### src/rtl/tape_cmp_defs.vh
// constants for the punched-tape comparator control block
`ifndef TAPE_CMP_DEFS_VH
`define TAPE_CMP_DEFS_VH

// ==========================================
// timing
`define CLK_MHZ          100
`define DEB_TIME_US      5000
`define DEB_CNT_W        19
// 5 ms of stable input at 100 MHz
`define DEB_CYCLES_DFLT  19'd500000

// ==========================================
// register offsets (byte addresses)
`define OFS_CTRL         12'h000
`define OFS_DISC         12'h004
`define OFS_STATUS       12'h008
`define OFS_CODES        12'h00c

// ==========================================
// control register fields
`define CTRL_TWIN        0
`define CTRL_WIDE        1
`define CTRL_WSEL_LO     2
`define CTRL_WSEL_HI     3
`define CTRL_SKIP1       4
`define CTRL_SKIP2       5
`define CTRL_FEED_EN     6
`define CTRL_DEL_EN      7
`define CTRL_CUST_EN     8
`define CTRL_W           9
`define CTRL_RST         9'h0d0

// ==========================================
// status register fields
`define ST_RUN           0
`define ST_MISMATCH      1
`define ST_NOTAPE1       2
`define ST_NOTAPE2       3
`define ST_STATE_LO      4
`define ST_STATE_HI      6

// ==========================================
// reset values
`define DISC_RST         16'h0000
`define CODE_RST         16'h0000

`endif

### src/rtl/tape_cmp_ctrl.v
// punched-tape comparator control with apb registers
`timescale 1ns/1ps
`include "tape_cmp_defs.vh"

// ==========================================
// input synchroniser and debouncer
module sync_debounce #(
  parameter [`DEB_CNT_W-1:0] CYCLES = 19'd1
) (
  input  wire pclk,
  input  wire presetn,
  input  wire raw,
  output reg  clean_q
);
  reg                  s1_q;
  reg                  s2_q;
  reg [`DEB_CNT_W-1:0] cnt_q;

  always @(posedge pclk or negedge presetn) begin
    if (!presetn) begin
      s1_q    <= 1'b0;
      s2_q    <= 1'b0;
      cnt_q   <= {`DEB_CNT_W{1'b0}};
      clean_q <= 1'b0;
    end else begin
      s1_q <= raw;
      s2_q <= s1_q;
      if (s2_q == clean_q) begin
        cnt_q <= {`DEB_CNT_W{1'b0}};
      end else if (cnt_q >= CYCLES - 19'd1) begin
        cnt_q   <= {`DEB_CNT_W{1'b0}};
        clean_q <= s2_q;
      end else begin
        cnt_q <= cnt_q + 19'd1;
      end
    end
  end
endmodule // sync_debounce

module tape_cmp_ctrl #(
  parameter [`DEB_CNT_W-1:0] DEB_CYCLES = `DEB_CYCLES_DFLT
) (
  input  wire        pclk,
  input  wire        presetn,
  input  wire        psel,
  input  wire        penable,
  input  wire        pwrite,
  input  wire [11:0] paddr,
  input  wire [31:0] pwdata,
  output wire        pready,
  output wire        pslverr,
  output reg  [31:0] prdata,
  input  wire        start_sw,
  input  wire        stop_sw,
  input  wire        no_tape1,
  input  wire        no_tape2,
  output reg         step1,
  output reg         step2,
  input  wire        reader1_busy,
  input  wire        reader2_busy,
  input  wire        reader_cycle_contact1,
  input  wire        reader_cycle_contact2,
  input  wire [15:0] code1,
  input  wire [15:0] code2,
  output wire        error_lamp,
  output wire        run_lamp
);

  // ==========================================
  // state codes
  localparam [2:0] S_IDLE = 3'h0;
  localparam [2:0] S_ARM  = 3'h1;
  localparam [2:0] S_STEP = 3'h2;
  localparam [2:0] S_WAIT = 3'h3;
  localparam [2:0] S_CMP  = 3'h4;

  // ==========================================
  // declarations
  reg  [`CTRL_W-1:0] ctrl_q;
  reg  [15:0]        disc_q;
  reg  [15:0]        last1_q;
  reg  [15:0]        last2_q;
  reg                run_latch_q;
  reg                mismatch_latch_q;
  reg                begun_q;
  reg                single_q;
  reg                start_prev_q;
  reg  [2:0]         state_q;
  reg  [2:0]         state_d;
  reg                want1_q;
  reg                want2_q;
  reg                done1_q;
  reg                done2_q;
  reg                nxt1;
  reg                nxt2;
  reg                set_err;
  reg  [15:0]        mask;
  reg  [31:0]        rd_mux;
  reg                rd_ok;
  wire               start_db;
  wire               stop_db;
  wire               nt1_db;
  wire               nt2_db;
  wire               start_edge;
  wire               tape_ok;
  wire [15:0]        m1;
  wire [15:0]        m2;
  wire               disc1;
  wire               disc2;
  wire               acc;
  wire               wr;
  wire               twin;

  // ==========================================
  // operator and tape-sensor inputs
  // debounced inputs
  sync_debounce #(.CYCLES(DEB_CYCLES)) u_start (
    .pclk    (pclk),
    .presetn (presetn),
    .raw     (start_sw),
    .clean_q (start_db)
  );
  sync_debounce #(.CYCLES(DEB_CYCLES)) u_stop (
    .pclk    (pclk),
    .presetn (presetn),
    .raw     (stop_sw),
    .clean_q (stop_db)
  );
  sync_debounce #(.CYCLES(DEB_CYCLES)) u_nt1 (
    .pclk    (pclk),
    .presetn (presetn),
    .raw     (no_tape1),
    .clean_q (nt1_db)
  );
  sync_debounce #(.CYCLES(DEB_CYCLES)) u_nt2 (
    .pclk    (pclk),
    .presetn (presetn),
    .raw     (no_tape2),
    .clean_q (nt2_db)
  );

  assign start_edge = start_db & ~start_prev_q;
  assign tape_ok    = ~nt1_db & ~nt2_db;
  assign twin       = ctrl_q[`CTRL_TWIN];

  // ==========================================
  // code masking and discard detection
  // level mask
  always @* begin
    case (ctrl_q[`CTRL_WSEL_HI:`CTRL_WSEL_LO])
      2'h0:    mask = 16'h001f;
      2'h1:    mask = 16'h003f;
      2'h2:    mask = 16'h007f;
      default: mask = 16'h00ff;
    endcase
    if (twin && ctrl_q[`CTRL_WIDE]) begin
      mask = 16'hffff;
    end
  end

  assign m1 = code1 & mask;
  assign m2 = code2 & mask;

  assign disc1 = (ctrl_q[`CTRL_FEED_EN] && m1 == 16'h0000) ||
                 (ctrl_q[`CTRL_DEL_EN] && m1 == mask) ||
                 (ctrl_q[`CTRL_CUST_EN] && m1 == (disc_q & mask));
  assign disc2 = (ctrl_q[`CTRL_FEED_EN] && m2 == 16'h0000) ||
                 (ctrl_q[`CTRL_DEL_EN] && m2 == mask) ||
                 (ctrl_q[`CTRL_CUST_EN] && m2 == (disc_q & mask));

  // ==========================================
  // comparison decision
  always @* begin
    nxt1    = 1'b1;
    nxt2    = 1'b1;
    set_err = 1'b0;
    if (m1 != m2) begin
      if (!twin) begin
        set_err = 1'b1;
      end else if (ctrl_q[`CTRL_SKIP1] && disc1) begin
        nxt2 = 1'b0;
      end else if (ctrl_q[`CTRL_SKIP2] && disc2) begin
        nxt1 = 1'b0;
      end else begin
        set_err = 1'b1;
      end
    end
  end

  // ==========================================
  // sequencer
  always @* begin
    state_d = state_q;
    case (state_q)
      S_IDLE: begin
        if (start_edge) begin
          state_d = S_ARM;
        end
      end
      S_ARM: begin
        if (!run_latch_q) begin
          state_d = S_IDLE;
        end else if (!start_db) begin
          state_d = S_STEP;
        end
      end
      S_STEP: begin
        state_d = run_latch_q ? S_WAIT : S_IDLE;
      end
      S_WAIT: begin
        if (done1_q && done2_q) begin
          state_d = S_CMP;
        end
      end
      S_CMP: begin
        if (set_err || !run_latch_q) begin
          state_d = S_IDLE;
        end else begin
          state_d = S_STEP;
        end
      end
      default: begin
        state_d = S_IDLE;
      end
    endcase
  end

  always @(posedge pclk or negedge presetn) begin
    if (!presetn) begin
      state_q          <= S_IDLE;
      start_prev_q     <= 1'b0;
      run_latch_q      <= 1'b0;
      mismatch_latch_q <= 1'b0;
      begun_q          <= 1'b0;
      single_q         <= 1'b0;
      want1_q          <= 1'b1;
      want2_q          <= 1'b1;
      done1_q          <= 1'b0;
      done2_q          <= 1'b0;
      step1            <= 1'b0;
      step2            <= 1'b0;
      last1_q          <= `CODE_RST;
      last2_q          <= `CODE_RST;
    end else begin
      start_prev_q <= start_db;
      state_q      <= state_d;
      step1        <= 1'b0;
      step2        <= 1'b0;

      if (state_q == S_STEP) begin
        step1   <= want1_q & run_latch_q;
        step2   <= want2_q & run_latch_q;
        done1_q <= ~want1_q;
        done2_q <= ~want2_q;
      end else begin
        if (reader_cycle_contact1) begin
          done1_q <= 1'b1;
        end
        if (reader_cycle_contact2) begin
          done2_q <= 1'b1;
        end
      end

      if (state_q != S_WAIT) begin
        begun_q <= 1'b0;
      end else if (reader1_busy || reader2_busy) begin
        begun_q <= 1'b1;
      end

      if (state_q == S_CMP) begin
        last1_q <= m1;
        last2_q <= m2;
        want1_q <= nxt1;
        want2_q <= nxt2;
      end

      if (state_q == S_CMP && set_err) begin
        mismatch_latch_q <= 1'b1;
      end else if (start_edge) begin
        mismatch_latch_q <= 1'b0;
      end

      if (start_edge) begin
        single_q <= stop_db;
      end

      if (state_q == S_CMP && set_err) begin
        run_latch_q <= 1'b0;
      end else if (start_edge) begin
        run_latch_q <= tape_ok;
      end else if (!tape_ok) begin
        run_latch_q <= 1'b0;
      end else if (stop_db && !start_db) begin
        if (!single_q || begun_q || reader1_busy || reader2_busy) begin
          run_latch_q <= 1'b0;
        end
      end
    end
  end

  assign error_lamp = mismatch_latch_q;
  assign run_lamp   = run_latch_q;

  // ==========================================
  // apb slave
  assign acc     = psel & penable;
  assign wr      = acc & pwrite;
  assign pready  = 1'b1;
  assign pslverr = acc & ~rd_ok;

  always @* begin
    rd_mux = 32'h0000_0000;
    rd_ok  = 1'b1;
    case (paddr)
      `OFS_CTRL: begin
        rd_mux[`CTRL_W-1:0] = ctrl_q;
      end
      `OFS_DISC: begin
        rd_mux[15:0] = disc_q;
      end
      `OFS_STATUS: begin
        rd_mux[`ST_RUN]      = run_latch_q;
        rd_mux[`ST_MISMATCH] = mismatch_latch_q;
        rd_mux[`ST_NOTAPE1]  = nt1_db;
        rd_mux[`ST_NOTAPE2]  = nt2_db;
        rd_mux[`ST_STATE_HI:`ST_STATE_LO] = state_q;
      end
      `OFS_CODES: begin
        rd_mux = {last2_q, last1_q};
      end
      default: begin
        rd_ok = 1'b0;
      end
    endcase
  end

  always @(posedge pclk or negedge presetn) begin
    if (!presetn) begin
      ctrl_q <= `CTRL_RST;
      disc_q <= `DISC_RST;
      prdata <= 32'h0000_0000;
    end else begin
      if (psel && !penable && !pwrite) begin
        prdata <= rd_mux;
      end
      if (wr && paddr == `OFS_CTRL) begin
        ctrl_q <= pwdata[`CTRL_W-1:0];
      end
      if (wr && paddr == `OFS_DISC) begin
        disc_q <= pwdata[15:0];
      end
    end
  end

endmodule // tape_cmp_ctrl

### config.mk
export PLATFORM = sky130hd
export DESIGN_NAME = tape_cmp_ctrl
export DESIGN_NICKNAME = d
export VERILOG_FILES = /design/src/rtl/tape_cmp_ctrl.v
export VERILOG_INCLUDE_DIRS = /design/src /design/src/rtl
export SDC_FILE = /design/constraint.sdc
export NUM_CORES = 1
export LEC_CHECK = 0
export BUFFER_PORTS_ARGS = -buffer_cell sky130_fd_sc_hd__buf_2
export CORE_UTILIZATION = 54
export CTS_BUF_LIST = sky130_fd_sc_hd__clkbuf_4
export DETAILED_ROUTE_END_ITERATION = 6
export PLACE_DENSITY = 0.8
export SLEW_MARGIN = 10
export SYNTH_ARGS = -nofsm -noshare
export SYNTH_HDL_FRONTEND = slang
export SYNTH_SLANG_ARGS = --single-unit
### constraint.sdc
create_clock -name pclk -period 1.8 [get_ports pclk]
set_input_delay 0.09 -clock pclk [delete_from_list [all_inputs] [get_ports pclk]]
set_output_delay 0.09 -clock pclk [all_outputs]
set_load 0.02 [all_outputs]
==> reports/summary.txt <==
Clk pwr share -> 33.1%
DRT iter0 DRCs -> 677
Total grt overflow -> 0
CP cell instances -> buf_2 -> dlygate4sd3_1 -> buf_4 -> nor4_1 -> a21oi_1 -> a2111oi_2 -> buf_4 -> o311ai_2 -> buf_4 -> a31oi_2
Die Y -> 134 um
Power per cell area -> 624 nW/um^2
RSZ-0062 raised after global routing -> true
Initial Util -> 56.0%
Num Clock Sinks -> 191
Max Fclk -> 506 MHz
Pre-antenna DRT Iters -> 7
WP depth -> 10
Fin. Hold Viols -> 0
CP Capture Point -> state_q[1]
Worst Reg-to-Reg Cells -> 7
Crit path launch -> code2[12]
DP Wirelength -> 16.9 mm
Worst vdd ir -> 0.654 mV
CTS tree -> done
Most common cell in the netlist -> dfrtp_1
Crit path time final -> 1.98 ns
Final worst-path setup slack -> -0.177 ns
First-pass GRT wire length -> 42.2 mm
Fillers -> 1113
Internal power -> 5860 uW
Cell family with most CP delay -> buffers and inverters
Relative slew margins -> 62.3%
Placer Congestion -> 0.982
Static Leak -> 0.00574 uW
CP dominant cell by count -> buf_4
Setup crit start kind -> input port
Synth Flop Type -> dfrtp_1
H-tree Lvls -> 4
Syn nets -> 1043
Share of layout cells above drive strength 1 -> 31.7%
IO buf count -> 109
Post-route insts no fill -> 1451
Worst min path class -> input port to flip-flop
Worst flop-to-flop path endpoint -> error_lamp
WP data arrival -> 2.50 ns
Dominant cell type by area after synthesis -> dfrtp_1
WL/cell -> 18.8 um
CP Capture Type -> flip-flop
Syn Inst Count -> 950
Post-synth top cells -> dfrtp_1 (186), nand2_1 (149), nor2_1 (128)
Root buffer cell -> clkbuf_4
DR vias/cell -> 5.86
Sequential-to-total area share from yosys stat -> 51.0%
Top cells by area, synth -> dfrtp_1 (50%), nand2_1 (6.0%), xor2_1 (5.6%)
CP max-delay cell -> dlygate4sd3_1
Largest net degree at the start of global routing -> 50
Crit share post-route -> 110%
Nets -> 1310
Required time of the critical path -> 2.32 ns
Net load switching power -> 2020 uW
Utilization after layout -> 75.3%
Status -> finished, violations left
Chip Width -> 134 um
Asr flop ratio synth -> 100%
Register share of total power -> 55.7%
EDFF count, synth -> 0
Clk_lat worst skew -> 0.59 ns
Yosys cell types -> 66
Net Sw Frac -> 25.6%
Register bit total from synthesis -> 191
Gr usage total -> 30.4%
Max-slew violations -> 0
Placed cell area -> 10900 um^2
Worst-Margin Slew -> 0.564 ns
# setup viols final -> 44
Max incr delay on CP -> 0.57 ns
# DRC -> 2
Failing checks -> design-rule violations, negative setup slack
Total CTS buffers -> 17
Vias -> 8507
Vias in the first global route -> 8220
Core Box Area -> 16800 um^2
Syn Std Cell Area -> 9390 um^2
Row Count -> 47
Dpl cells -> 1337
R2r setup slk -> -0.17 ns
I/O Pins -> 127
Total wire length -> 27.3 mm
Max cap viols -> 0
Antenna Nets Post-Route -> 0
Avg Synthesized Cell Area -> 9.88 um^2
CTS max path bufs -> 2
WS Path Type -> input port to flip-flop
Reg clk slew, reported paths -> 0.15 ns
Logic pwr share -> 11.3%
Critical path buffer and inverter count -> 5
Synth warnings -> 0
Clock skew -> 0.0185 ns
Final instance area -> 12600 um^2
Area grow syn2layout -> 34.4%
Die area -> 17900 um^2
Share of the synthesized area in the top cell type -> 49.6%
Initial antenna violation count -> 2
Worst r2r src -> disc_q[12]
Worst-path maximum fanout -> 3
[kinds of logic after synthesis]
group / Yosys count / synth area share [%]
simple gates: 444 / 22.6
flops: 191 / 51.0
xor+xnor: 113 / 10.5
compound gates: 100 / 7.56
buf+inv: 57 / 2.65
mux: 39 / 4.96
fa+ha+maj: 5 / 0.640
other cells: 1 / 0.0400
[cell type report]
type	instances	area, um^2	share of cell area, %
tap	220	275	2.18
clock buffer	18	135	1.07
clock inverter	13	186	1.48
inverter	15	56.3	0.446
timing repair buffer	290	2290	18.1
antenna	2	5.00	0.0397
multi-input combinational	702	4880	38.7
sequential	191	4790	38.0
[state kept, by name (all words and copies together), names as in the netlist, 3 cells and up]
name           cells
prdata            32
last2_q           16
disc_q            16
u_nt2.cnt_q       19
u_stop.cnt_q      19
state_q            3
ctrl_q             9
last1_q           16
u_start.cnt_q     19
u_nt1.cnt_q       19
[cells in the final DEF, fill, tap and decap left out, drive strengths merged, types with 9 or more instances in the layout]
cell	netlist	routed
buf	15	225
dfrtp	186	186
and3	12	12
dlygate4sd3	0	60
nand4	20	20
nand3	57	57
nand2	149	149
mux2i	9	9
mux2	30	30
clkbuf	27	23
nand2b	9	9
nor3	10	10
o21ai	23	23
inv	15	19
and4	11	11
and2	11	11
xor2	60	60
a21oi	19	19
nor2	128	128
xnor2	53	53
nor4	20	20
a221oi	14	14
[power by group through the flow]
stage | clock network, uW | logic [uW] | registers, uW
6_report | 2610 | 887 | 4380
5_1_grt | 2830 | 949 | 4390
4_1_cts | 2640 | 775 | 4380
3_5_place_dp | 0 | 655 | 4460
3_3_place_gp | 0 | 647 | 4460
2_1_floorplan | 0 | 224 | 4490
[metrics by stage]
stage	hold slack, ns	worst slack [ns]	total power (uW)	setup TNS (ns)
2_1_floorplan	-0.206	-0.0451	4720	-0.132
3_3_place_gp	0.0427	-0.261	5110	-0.991
3_5_place_dp	0.0437	-0.288	5120	-1.41
4_1_cts	0.0331	-0.170	7800	-0.718
5_1_grt	0.0561	-0.277	8170	-7.16
6_report	0.0643	-0.177	7880	-3.77
[worst min-delay path by stage]
stage	from	to	slack (ns)	cells after the start
after floorplan	presetn	begun_q	-0.21	0
after global routing	presetn	ctrl_q[7]	0.06	2
final	psel	prdata[28]	0.06	5
after CTS	paddr[2]	prdata[7]	0.03	3
after global placement	presetn	u_start.cnt_q[0]	0.04	1
after detailed placement	presetn	u_start.cnt_q[0]	0.04	1
[tightest hold or removal path: stages]
cell	delay [ns]
buf_2	0.10
nand2_1	0.05
buf_4	0.24
nand2_1	0.11
nand2_1	0.04
[layer usage]
| layer | global-route usage, % | vias up | part of all wire [%] |
|---|---|---|---|
| met5 | 0 | - | 0 |
| li1 | - | 3808 | - |
| met2 | 46.6 | 439 | 47 |
| met3 | 8.13 | 151 | 7.9 |
| met4 | 15.2 | 0 | 5.1 |
| met1 | 40.1 | 4109 | 40 |
[repair_timing]
action,in CTS,in global routing
hold buffers,61,0
pin swaps,32,51
resized for setup,17,102
setup buffers,9,7
setup endpoints to repair,43,73
hold endpoints to repair,256,0
gates cloned,0,6
No activity file was read; power rests on OpenSTA's default activity.
